[src/mab_pkg.sv]
// shared constants for the memory access bus block
package mab_pkg;
  // timing: one machine cycle is twelve oscillator periods
  localparam int unsigned OSC_PER_MC     = 12;
  localparam int unsigned OSC_DIV        = 2;
  localparam int unsigned STATE_PER_MC   = 6;
  localparam int unsigned ALE_PER_MC     = 2;
  localparam int unsigned RST_HOLD_MC    = 2;
  localparam logic [2:0]  SAMPLE_STATE   = 3'h4;
  localparam logic [2:0]  ALE_STATE_A    = 3'h0;
  localparam logic [2:0]  ALE_STATE_B    = 3'h3;
  localparam logic [2:0]  ADDR_STATE_A   = 3'h5;
  localparam logic [2:0]  ADDR_STATE_B   = 3'h2;
  localparam logic [2:0]  LAST_STATE     = 3'h5;
  // memory sizes
  localparam int unsigned RAM_DEPTH      = 256;
  localparam int unsigned DIRECT_LIMIT   = 128;
  // chip control register
  localparam int unsigned AUX_EN_BIT     = 4;
  localparam logic [7:0]  CHIP_CTRL_RST  = 8'h00;
  localparam logic [7:0]  PORT_RST       = 8'hff;
  localparam logic [15:0] AUX_TOP        = 16'h00ff;
  // bus cycle kinds
  typedef enum logic [3:0] {
    MAB_IDLE  = 4'h1,
    MAB_FETCH = 4'h2,
    MAB_XRD   = 4'h4,
    MAB_XWR   = 4'h8
  } mab_cyc_e;
endpackage

[src/mab_top.sv]
// memory access routing and external bus sequencer
`timescale 1ns/1ps
// Summary of operation
// - ext_fetch_select_n low forces external code fetch; high keeps code fetch internal
// - program fetch strobe pulses only on external code reads
// - address latch strobe runs at one sixth of oscillator rate
// - latch strobe pulses while low address sits on low port
// - high port carries upper address during external access
// - reset must be held high two machine cycles with clock running
// - two 256 byte internal banks: scratchpad and auxiliary
// - lower scratchpad reachable directly and through index registers
// - upper scratchpad reachable only indirectly
// - enabled auxiliary RAM served by index register or data pointer
// - external-data moves above auxiliary range use the external bus
// - auxiliary RAM disabled after reset
// - chip control bit 4 enables auxiliary RAM
// - enabled: index-register external moves always hit auxiliary RAM
// - internal execution: auxiliary access leaves ports and strobes alone
// - oscillator divided by two before internal use
// - reset sampled at one fixed state of each machine cycle
// - reset sets port output latches to all ones
module mab_top (
  input  wire logic        clk_i,
  input  wire logic        rst_n_i,
  input  wire logic        reset_pin_i,
  input  wire logic        ext_fetch_select_n_i,
  // core side
  input  wire logic        fetch_req_i,
  input  wire logic [15:0] pc_i,
  input  wire logic        sp_req_i,
  input  wire logic        sp_we_i,
  input  wire logic        sp_indirect_i,
  input  wire logic [7:0]  sp_addr_i,
  input  wire logic [7:0]  sp_wdata_i,
  input  wire logic        xmov_req_i,
  input  wire logic        xmov_we_i,
  input  wire logic        xmov_use_data_pointer16_i,
  input  wire logic [7:0]  index_reg_i,
  input  wire logic [15:0] data_pointer16_i,
  input  wire logic [7:0]  xmov_wdata_i,
  input  wire logic        chip_ctrl_we_i,
  input  wire logic [7:0]  chip_ctrl_wdata_i,
  input  wire logic [7:0]  port0_latch_i,
  input  wire logic [7:0]  port2_latch_i,
  input  wire logic        port_latch_we_i,
  // external bus
  input  wire logic [7:0]  low_addr_data_port_i,
  output logic      [7:0]  low_addr_data_port_o,
  output logic             low_addr_data_port_oe_o,
  output logic      [7:0]  high_addr_port_o,
  output logic             program_fetch_strobe_n_o,
  output logic             addr_latch_strobe_o,
  output logic             ext_rd_n_o,
  output logic             ext_wr_n_o,
  // core answers
  output logic      [7:0]  rdata_o,
  output logic             rvalid_o,
  output logic             busy_o,
  output logic      [7:0]  chip_control_reg_o,
  output logic             reset_active_o
);
  import mab_pkg::*;

  logic       phase_en;
  logic [2:0] st;
  mab_clkdiv u_div (
    .clk_i      (clk_i),
    .rst_n_i    (rst_n_i),
    .phase_en_o (phase_en),
    .state_o    (st)
  );

  // synchronisers for pins
  logic rst_s1, rst_s2, ea_s1, ea_s2;
  logic [7:0] p0_s1, p0_s2;
  always_ff @(posedge clk_i) begin
    rst_s1 <= reset_pin_i;
    rst_s2 <= rst_s1;
    ea_s1  <= ext_fetch_select_n_i;
    ea_s2  <= ea_s1;
    p0_s1  <= low_addr_data_port_i;
    p0_s2  <= p0_s1;
  end

  // reset detect: count consecutive samples once per machine cycle
  wire sample_pt = phase_en && (st == SAMPLE_STATE);
  logic [1:0] rst_cnt;
  logic       dev_rst;
  wire hold_met = (rst_cnt == 2'(RST_HOLD_MC - 1));
  always_ff @(posedge clk_i) begin
    if (!rst_n_i) begin
      rst_cnt <= 2'h0;
      dev_rst <= 1'b1;
    end else if (sample_pt) begin
      if (!rst_s2) begin
        rst_cnt <= 2'h0;
        dev_rst <= 1'b0;
      end else if (hold_met) begin
        dev_rst <= 1'b1;
      end else begin
        rst_cnt <= rst_cnt + 2'h1;
      end
    end
  end

  // chip control register
  logic [7:0] chip_ctrl;
  always_ff @(posedge clk_i) begin
    if (!rst_n_i || dev_rst)
      chip_ctrl <= CHIP_CTRL_RST;
    else if (chip_ctrl_we_i)
      chip_ctrl <= chip_ctrl_wdata_i;
  end
  wire aux_en = chip_ctrl[AUX_EN_BIT];

  // port output latches
  logic [7:0] p0_latch, p2_latch;
  always_ff @(posedge clk_i) begin
    if (!rst_n_i || dev_rst) begin
      p0_latch <= PORT_RST;
      p2_latch <= PORT_RST;
    end else if (port_latch_we_i) begin
      p0_latch <= port0_latch_i;
      p2_latch <= port2_latch_i;
    end
  end

  // scratchpad routing: upper half only indirect
  wire sp_upper  = (sp_addr_i >= 8'(DIRECT_LIMIT));
  wire sp_ok     = sp_req_i && (sp_indirect_i || !sp_upper);
  wire sp_write  = sp_ok && sp_we_i;
  logic [7:0] sp_rdata, aux_rdata;
  mab_ram u_sp (
    .clk_i   (clk_i),
    .we_i    (sp_write),
    .addr_i  (sp_addr_i),
    .wdata_i (sp_wdata_i),
    .rdata_o (sp_rdata)
  );

  // external-data move routing
  wire [15:0] x_addr   = xmov_use_data_pointer16_i ? data_pointer16_i
                                         : {8'h00, index_reg_i};
  wire in_aux_range    = (x_addr <= AUX_TOP);
  wire to_aux          = aux_en && (!xmov_use_data_pointer16_i || in_aux_range);
  wire aux_hit         = xmov_req_i && to_aux;
  wire x_ext           = xmov_req_i && !to_aux;
  wire aux_write       = aux_hit && xmov_we_i;
  mab_ram u_aux (
    .clk_i   (clk_i),
    .we_i    (aux_write),
    .addr_i  (x_addr[7:0]),
    .wdata_i (xmov_wdata_i),
    .rdata_o (aux_rdata)
  );

  // external code fetch when the select input is low
  wire fetch_ext = fetch_req_i && !ea_s2;

  // bus sequencer, aligned to state times
  mab_cyc_e   cyc, next_cyc;
  logic [15:0] cyc_addr;
  logic [7:0]  cyc_wdata;
  logic        int_rd_pend, int_from_aux;
  // a taken request waits for the machine-cycle boundary, so both
  // latch pulses of the cycle carry its address
  logic        bus_run, ext_done;
  wire start_pt   = phase_en && (st == LAST_STATE);
  wire can_start  = (cyc == MAB_IDLE) && !busy_o;
  wire new_ext    = fetch_ext || x_ext;
  always_comb begin
    next_cyc = cyc;
    unique case (cyc)
      MAB_IDLE:  if (can_start && new_ext)
                   next_cyc = fetch_ext ? MAB_FETCH
                            : (xmov_we_i ? MAB_XWR : MAB_XRD);
      MAB_FETCH,
      MAB_XRD,
      MAB_XWR:   if (start_pt && bus_run)
                   next_cyc = MAB_IDLE;
    endcase
  end

  logic       ale_q, program_fetch_strobe_n_q, rd_n_q, wr_n_q, drive_q;
  logic [7:0] p0_q, p2_q;
  wire ext_cyc   = (cyc != MAB_IDLE) && bus_run;
  wire ale_slot  = (st == ALE_STATE_A) || (st == ALE_STATE_B);
  wire addr_slot = (st == ADDR_STATE_A) || (st == ADDR_STATE_B);
  wire data_slot = !ale_slot && !addr_slot;
  wire ale_now   = phase_en && ale_slot;
  always_ff @(posedge clk_i) begin
    if (!rst_n_i || dev_rst) begin
      cyc <= MAB_IDLE;
      cyc_addr <= 16'h0000;
      cyc_wdata <= 8'h00;
      ale_q <= 1'b0;
      program_fetch_strobe_n_q <= 1'b1;
      rd_n_q <= 1'b1;
      wr_n_q <= 1'b1;
      drive_q <= 1'b0;
      p0_q <= PORT_RST;
      p2_q <= PORT_RST;
      busy_o <= 1'b0;
      rdata_o <= 8'h00;
      rvalid_o <= 1'b0;
      int_rd_pend <= 1'b0;
      int_from_aux <= 1'b0;
      bus_run <= 1'b0;
      ext_done <= 1'b0;
    end else begin
      cyc <= next_cyc;
      if (cyc == MAB_IDLE && next_cyc != MAB_IDLE) begin
        cyc_addr  <= fetch_ext ? pc_i : x_addr;
        cyc_wdata <= xmov_wdata_i;
        busy_o    <= 1'b1;
      end else if (ext_cyc && start_pt) begin
        busy_o <= 1'b0;
      end
      if (cyc != MAB_IDLE && start_pt)
        bus_run <= !bus_run;
      ale_q <= ale_now;
      // fetch strobe only in external fetch data window
      program_fetch_strobe_n_q <= !(ext_cyc && cyc == MAB_FETCH && data_slot);
      rd_n_q   <= !(ext_cyc && cyc == MAB_XRD && data_slot);
      wr_n_q   <= !(ext_cyc && cyc == MAB_XWR && data_slot);
      if (ext_cyc) begin
        p2_q    <= cyc_addr[15:8];
        drive_q <= (ale_slot || addr_slot) || (cyc == MAB_XWR);
        p0_q    <= (ale_slot || addr_slot) ? cyc_addr[7:0]
                                           : cyc_wdata;
      end else begin
        // internal and auxiliary accesses leave the pins at latch values
        p2_q    <= p2_latch;
        p0_q    <= p0_latch;
        drive_q <= 1'b0;
      end
      int_rd_pend  <= (sp_ok && !sp_we_i) || (aux_hit && !xmov_we_i);
      int_from_aux <= aux_hit;
      // one cycle after the end the synchroniser holds the last strobe window
      ext_done <= ext_cyc && start_pt && (cyc == MAB_XRD || cyc == MAB_FETCH);
      rvalid_o <= int_rd_pend || ext_done;
      if (int_rd_pend)
        rdata_o <= int_from_aux ? aux_rdata : sp_rdata;
      else if (ext_done)
        rdata_o <= p0_s2;
    end
  end

  always_ff @(posedge clk_i) begin
    if (!rst_n_i) begin
      chip_control_reg_o <= CHIP_CTRL_RST;
      reset_active_o <= 1'b1;
    end else begin
      chip_control_reg_o <= chip_ctrl;
      reset_active_o <= dev_rst;
    end
  end

  assign low_addr_data_port_o     = p0_q;
  assign low_addr_data_port_oe_o  = drive_q;
  assign high_addr_port_o         = p2_q;
  assign program_fetch_strobe_n_o = program_fetch_strobe_n_q;
  assign addr_latch_strobe_o      = ale_q;
  assign ext_rd_n_o               = rd_n_q;
  assign ext_wr_n_o               = wr_n_q;
endmodule

[src/mab_clkdiv.sv]
// oscillator divider making the state-time enable
`timescale 1ns/1ps
module mab_clkdiv (
  input  wire logic       clk_i,
  input  wire logic       rst_n_i,
  output logic            phase_en_o,
  output logic [2:0]      state_o
);
  import mab_pkg::*;
  logic       half;
  wire        tick   = half;
  wire        last   = (state_o == LAST_STATE);
  // divide by two: one state time is two oscillator periods
  always_ff @(posedge clk_i) begin
    if (!rst_n_i) begin
      half <= 1'b0;
      phase_en_o <= 1'b0;
      state_o <= 3'h0;
    end else begin
      half <= ~half;
      phase_en_o <= tick;
      if (tick)
        state_o <= last ? 3'h0 : state_o + 3'h1;
    end
  end
endmodule

[src/mab_ram.sv]
// single-port 256 byte RAM bank
`timescale 1ns/1ps
module mab_ram (
  input  wire logic       clk_i,
  input  wire logic       we_i,
  input  wire logic [7:0] addr_i,
  input  wire logic [7:0] wdata_i,
  output logic      [7:0] rdata_o
);
  import mab_pkg::*;
  logic [7:0] mem [0:RAM_DEPTH-1];
  always_ff @(posedge clk_i) begin
    if (we_i)
      mem[addr_i] <= wdata_i;
    rdata_o <= mem[addr_i];
  end
endmodule

[config.mk]
export PLATFORM = sky130hd
export DESIGN_NAME = mab_top
export DESIGN_NICKNAME = d
export VERILOG_FILES = /design/src/mab_pkg.sv /design/src/mab_top.sv /design/src/mab_clkdiv.sv /design/src/mab_ram.sv
export SDC_FILE = /design/constraint.sdc
export NUM_CORES = 2
export LEC_CHECK = 0
export ABC_AREA = 1
export BUFFER_PORTS_ARGS = -buffer_cell sky130_fd_sc_hd__buf_2
export CORE_MARGIN = 10
export CORE_UTILIZATION = 60
export CTS_CLUSTER_DIAMETER = 80
export CTS_CLUSTER_SIZE = 28
export DETAILED_ROUTE_END_ITERATION = 8
export PLACE_DENSITY = 0.75
export SETUP_SLACK_MARGIN = 0.15
export SLEW_MARGIN = 10
export SYNTH_ARGS = -nofsm -noshare
export SYNTH_HDL_FRONTEND = slang
export SYNTH_SLANG_ARGS = --single-unit
[constraint.sdc]
create_clock -name clk_i -period 3.1 [get_ports clk_i]
set_clock_uncertainty 0.15 [all_clocks]
set_input_delay 0.31 -clock clk_i [delete_from_list [all_inputs] [get_ports clk_i]]
set_output_delay 0.31 -clock clk_i [all_outputs]
set_load 0.005 [all_outputs]
Word level (Yosys, flattened, before mapping)
Memory sizes are Yosys's and may differ from the RTL's. A register that Yosys moved wholly into a read port is not among the register bits.
Index checks and enable logic that the tools add are counted.
{ "word_totals": {"ram_bits": 4096, "register_bits": 124, "inputBits": 109, "n_memories": 2, "output_inout_bits": 40} }
{ "op_classes": {"eq_ne": 13, "n_addsub": 2, "mux": 24, "reduce_logical": 59, "n_lt_le_gt_ge": 2, "n_bitwise": 2} }
{ "mem_list": {"columns": ["memory", "words", "word_bits", "rd", "rd_clocked_by_memory_dff", "write_ports", "line_no", "rtl"], "rows": [
  ["u_aux.mem", 256, 8, 1, 1, 1, "mab_ram.sv:11", "logic [7:0] mem [0:RAM_DEPTH-1];"],
  ["u_sp.mem", 256, 8, 1, 1, 1, "mab_ram.sv:11", null]
]} }
{ "op_table": {"columns": ["op", "n"], "rows": [
  ["$mux W8", 6],
  ["$mux W16", 2],
  ["$logic_and A1 B1 Y1", 27],
  ["$le A16 B8 Y1 const B", 1],
  ["$mux W4", 4],
  ["$logic_not A1 Y1", 14],
  ["$logic_or A1 B1 Y1", 11],
  ["$ge A8 B8 Y1 const B", 1],
  ["$mux W1", 8],
  ["$ne A4 B1 Y1 const B", 2],
  ["$pmux W4 S2", 1],
  ["$eq A3 B2 Y1 const B", 2],
  ["$eq A3 B3 Y1 const B", 2],
  ["$eq A4 B1 Y1 const B", 1],
  ["$eq A4 B2 Y1 const B", 1],
  ["$eq A4 B3 Y1 const B", 1],
  ["$eq A4 B4 Y1 const B", 1],
  ["$mux W2", 2],
  ["$reduce_and A2 Y1", 2],
  ["$reduce_bool A2 Y1", 2],
  ["$add A3 B1 Y3 const B", 1],
  ["$logic_not A3 Y1", 1],
  ["$mux W3", 1],
  ["$reduce_or A3 Y1", 1],
  ["6 further kinds", 7]
]} }

Depth between registers and ports, before layout
{ "logic_depth": {"word_depth": 13, "depth_mapped": 18, "mapped_depth_nobuf": 15} }

Modules after synthesis
Synthesis repeated with hierarchy kept, for this count alone.
{ "unflattened": {"cells_unflattened": 16617, "area_unflattened_um2": 174367.2} }
{ "by_module_without_submodules": {"columns": ["mod", "area_per_inst_um2", "instances", "cells_per_inst"], "rows": [
  ["mab_ram", 84856.4, 2, 8021],
  ["mab_top", 4474.3, 1, 552],
  ["mab_clkdiv", 180.2, 1, 23]
]} }

Worst setup path before layout
Ideal clock, no wire load.
{ "synth_path": {"path_type": "input port to flip-flop", "from": "in sp_addr_i[2]", "to": "mem u_sp.mem[193][0], enable pin", "path_buffers": 3, "slack_ns": 0.374, "arrival_ns": 2.193, "cell_stages": 6, "path_cell_list": "nor2_1 -> clkbuf_1 -> clkbuf_1 -> nand2_1 -> clkbuf_1 -> nor3_1"} }
{ "synth_between": {"elab_chain_cells": 7} }
{ "synth_rtl": {"columns": ["element", "line_no", "rtl"], "rows": [
  ["start: declaration", "mab_top.sv:33", "input wire logic [7:0] sp_addr_i,"],
  ["$ge A8 B8 Y1", "mab_top.sv:129", "wire sp_upper = (sp_addr_i >= 8'(DIRECT_LIMIT));"],
  ["$logic_not A1 Y1", "mab_top.sv:130", "wire sp_ok = sp_req_i && (sp_indirect_i || !sp_upper);"],
  ["$logic_or A1 B1 Y1", "mab_top.sv:130", null],
  ["$logic_and A1 B1 Y1", "mab_top.sv:130", null],
  ["$logic_and A1 B1 Y1", "mab_top.sv:131", "wire sp_write = sp_ok && sp_we_i;"],
  ["$mux W1", "mab_ram.sv:13", "if (we_i)"],
  ["$mux W1 (implied by the code)", "mab_ram.sv:14", "mem[addr_i] <= wdata_i;"],
  ["end: declaration", "mab_ram.sv:11", null]
]} }
Several ways; a longest one is shown, not always the timed one.

Worst setup path after layout
{ "layout_path": {"from": "reg ea_s2", "to": "reg cyc_addr[15]"} }
{ "layout_between": {"elab_chain_cells": 8, "word_cells_on_any_way": 10} }
{ "layout_rtl": {"columns": ["element", "line_no", "rtl"], "rows": [
  ["start: declaration", "mab_top.sv:74", "logic rst_s1, rst_s2, ea_s1, ea_s2;"],
  ["start signal: assignment", "mab_top.sv:80", "ea_s2 <= ea_s1;"],
  ["$logic_not A1 Y1 (*)", "mab_top.sv:158", "wire fetch_ext = fetch_req_i && !ea_s2;"],
  ["$logic_and A1 B1 Y1 (*)", "mab_top.sv:158", null],
  ["$logic_or A1 B1 Y1", "mab_top.sv:170", "wire new_ext = fetch_ext || x_ext;"],
  ["$logic_and A1 B1 Y1", "mab_top.sv:174", "MAB_IDLE: if (can_start && new_ext)"],
  ["$mux W4", "mab_top.sv:174", null],
  ["$pmux W4 S2", "mab_top.sv:173", "unique case (cyc)"],
  ["$ne A4 B1 Y1", "mab_top.sv:212", "if (cyc == MAB_IDLE && next_cyc != MAB_IDLE) begin"],
  ["$logic_and A1 B1 Y1", "mab_top.sv:212", null],
  ["end signal: assignment", "mab_top.sv:213", "cyc_addr <= fetch_ext ? pc_i : x_addr;"],
  ["end: declaration", "mab_top.sv:162", "logic [15:0] cyc_addr;"]
]} }
Every way passes the cells marked *; elsewhere a longest branch is shown, timed or not.
A chain may end at the register's enable or synchronous reset.

==> qor.csv <==
metric,value,unit
fin crit share,93.6,%
final sum of negative setup slack,0,ns
largest net degree at the start of global routing,103,
"top cells by area, synth","edfxtp_1 (74%), nand2_1 (12%), a22oi_1 (4.6%)",
count of cell types in the netlist,36,
synth warn,0,
Worst path slowest cell,dlygate4sd3_1,
Vias/cell,6.15,
Max Slew Vio Count,0,
Routed WL,481,mm
row cnt,193,
unrepaired setup endpoints after global routing,yes,
Gate Count Post-Synth,13473,
CTS sink count,4236,
drt first pass iters,7,
most frequent cell after synthesis,nand2_1,
final setup vio count,0,
internal cell power,77.1,mW
syn avg cell area,12.3,um2
post-synth top area cell,edfxtp_1,
total die area,0.298,mm2
crit path max fanout,16,
wire per inst,25.9,um
switching share of power,23.5,%
Initial Util,60.2,%
max_cap viols,0,
RD Place Congestion,1.02,
"antenna viol nets, final",0,
#FFs+latches synth,4236,
Core ar.,0.276,mm2
antenna violations before repair,25,
"Seq/Total Area, Yosys",75.7,%
CTS root buf,clkbuf_16,
first-pass GRT wire length,705,mm
Crit Path Class,reg2reg,
DP HPWL,309,mm
max_slew headroom,27.4,%
Synth top area share,74.0,%
crit start category,register,
clock power share,28.7,%
crit-path max cell delay,0.62,ns
"Clk Latency, worst-skew pair",0.96,ns
H-tree Lvls,4,
Vias,114139,
Post-Place Cells,18082,
post-route insts no fill,18548,
layout cells sized above 1,13.2,%
global-route usage over all layers,31.1,%
TritonCTS clock tree,done,
Seq pwr share,62.3,%
deepest clock path buffer count,4,
slew at the pin closest to its max-slew limit,1.08,ns
NumNets Final,14844,
Port Buffers,148,
Synth Flop Type,edfxtp_1,
total gr overflow,0,
Top Ports,149,
logic gate share of total power,9.0,%
Synth async-reset ratio,0,%
Syn Std Cell Area,0.166,mm2
cell breakdown of the critical path,nor2_1 -> buf_4 -> clkinvlp_4 -> o21ai_0 -> dlygate4sd3_1 -> a21oi_1 -> dlygate4sd3_1,
total CTS buffers,182,
final hold vios,0,
syn nets,13584,
DR DRC count,0,
Synth-to-Final Area Change,14.1,%
status,"finished, final reports clean",
"EDFF count, synth",4096,
HP Class,in2reg,
Cell Pwr Density,532,mW/mm2
"Reg clk slew, reported paths",0.11,ns
NetSw,23.7,mW
DP Area,0.182,mm2
drt initial violations,18096,
CP most frequent cell,dlygate4sd3_1,
CP arrival,3.57,ns
horizontal die dimension,546,um
Finished Cell Area,0.190,mm2
FMAX,0.344,GHz
Final min period,2.90,ns
"top cells by count, synth","nand2_1 (5519), edfxtp_1 (4096), a22oi_1 (1024), nor2_1 (849), clkbuf_1 (406)",
CP Data Required Time,3.77,ns
LEAKAGE,70.5,nW
worst ir drop on vdd,0.529,mV
Setup crit end kind,register,
Die H,546,um
vias in the first global route,110240,
power by group through the flow:
stage                     Combinational [mW]  Clock, mW  Sequential [mW]
final                                   9.05       28.9             62.9
after global routing                    9.56       30.9             62.8
after CTS                               8.77       28.9             62.8
after detailed placement                8.58          0             64.1
after global placement                  8.43          0             64.1
after floorplan                         3.87          0             64.0
sequential cells by signal (all words and copies together), names as in the netlist, 2 cells and up:
| signal | cells |
|---|---|
| cyc | 4 |
| p0_s1 | 8 |
| chip_ctrl | 8 |
| p2_latch | 8 |
| cyc_addr | 16 |
| u_aux.rdata_o | 8 |
| u_aux.mem | 2048 |
| low_addr_data_port_o | 8 |
| cyc_wdata | 8 |
| u_sp.rdata_o | 8 |
| p0_latch | 8 |
| rst_cnt | 2 |
| u_sp.mem | 2048 |
| u_div.state_o | 3 |
| p0_s2 | 8 |
| rdata_o | 8 |
| high_addr_port_o | 8 |
| chip_control_reg_o | 8 |
metrics by stage:
step,utilization [%],power (mW),hold slack (ns),setup WS [ns]
global route,68.7,103,0.0525,0.131
global placement,66.1,72.6,0.162,-0.368
floorplan,-,67.9,0.160,0.374
CTS,68.7,101,0.000386,0.319
detailed placement,66.1,72.7,0.165,-0.353
finish,68.7,101,0.00963,0.197
cell families (layout without fill, tap and decap cells):
family	Yosys count	count (layout)	share of synthesized area (%)
other cells	0	17	0
compound gates	1502	1502	6.10
flops	4236	4236	75.7
fa+ha+maj	2	2	0.0151
simple gates	6873	6873	16.0
xor+xnor	1	1	0.00527
buf+inv	859	2212	2.16
path summary, 6_finish.rpt:
kind / start / end / slack, ns / cells after the start
hold reg to reg: p0_s1[6] / p0_s2[6] / 0.19 / 0
setup / recovery: ea_s2 / cyc_addr[15] / 0.20 / 7
setup reg to reg: ea_s2 / cyc_addr[15] / 0.20 / 7
hold / removal: chip_ctrl_we_i / chip_ctrl[4] / 0.01 / 4
timing repair:
action | in CTS | in global routing
gates resized for setup | 0 | 5
setup buffers | 0 | 2
hold buffers | 169 | 0
setup endpoints to repair | 0 | 7
hold endpoints to repair | 1320 | 0
metal layers:
layer  track usage, %  routed length (um)  vias to the layer above
met5                0                 126                        -
met4             11.5               21100                       16
met3             8.31               67300                     1151
met2             47.4              216000                     8014
met1             43.6              177000                    55364
li1                 -                   -                    49594
cells in the final DEF (no fill, tap or decap), drive strengths merged, types with 7 or more instances in the layout:
| cell | instances |
|---|---|
| a21oi | 192 |
| a22oi | 1024 |
| a31oi | 12 |
| buf | 1628 |
| clkbuf | 234 |
| clkinv | 31 |
| clkinvlp | 7 |
| dfxtp | 140 |
| diode | 17 |
| dlygate4sd3 | 169 |
| edfxtp | 4096 |
| inv | 137 |
| nand2 | 5531 |
| nand3 | 332 |
| nand4 | 88 |
| nor2 | 871 |
| nor3 | 20 |
| o21ai | 263 |
| or2 | 28 |
worst max-delay path: cells and delay by family, from the launching register on:
kind	cells	cell delay (ns)
and+or+nand+nor	1	0.13
AOI/OAI and AO/OA	2	0.40
DFF	1	0.33
buffers and inverters	4	1.78
layout make-up:
class	instances	area [um2]
timing repair inverter	1	5.00
inverter	128	497
clock inverter	52	602
clock buffer	225	4790
multi-input combinational	8378	36900
sequential	4236	126000
timing repair buffer	1806	16300
antenna	17	42.5
fill	18480	86400
tap	3705	4640
Power figures use the tool's default switching activity.
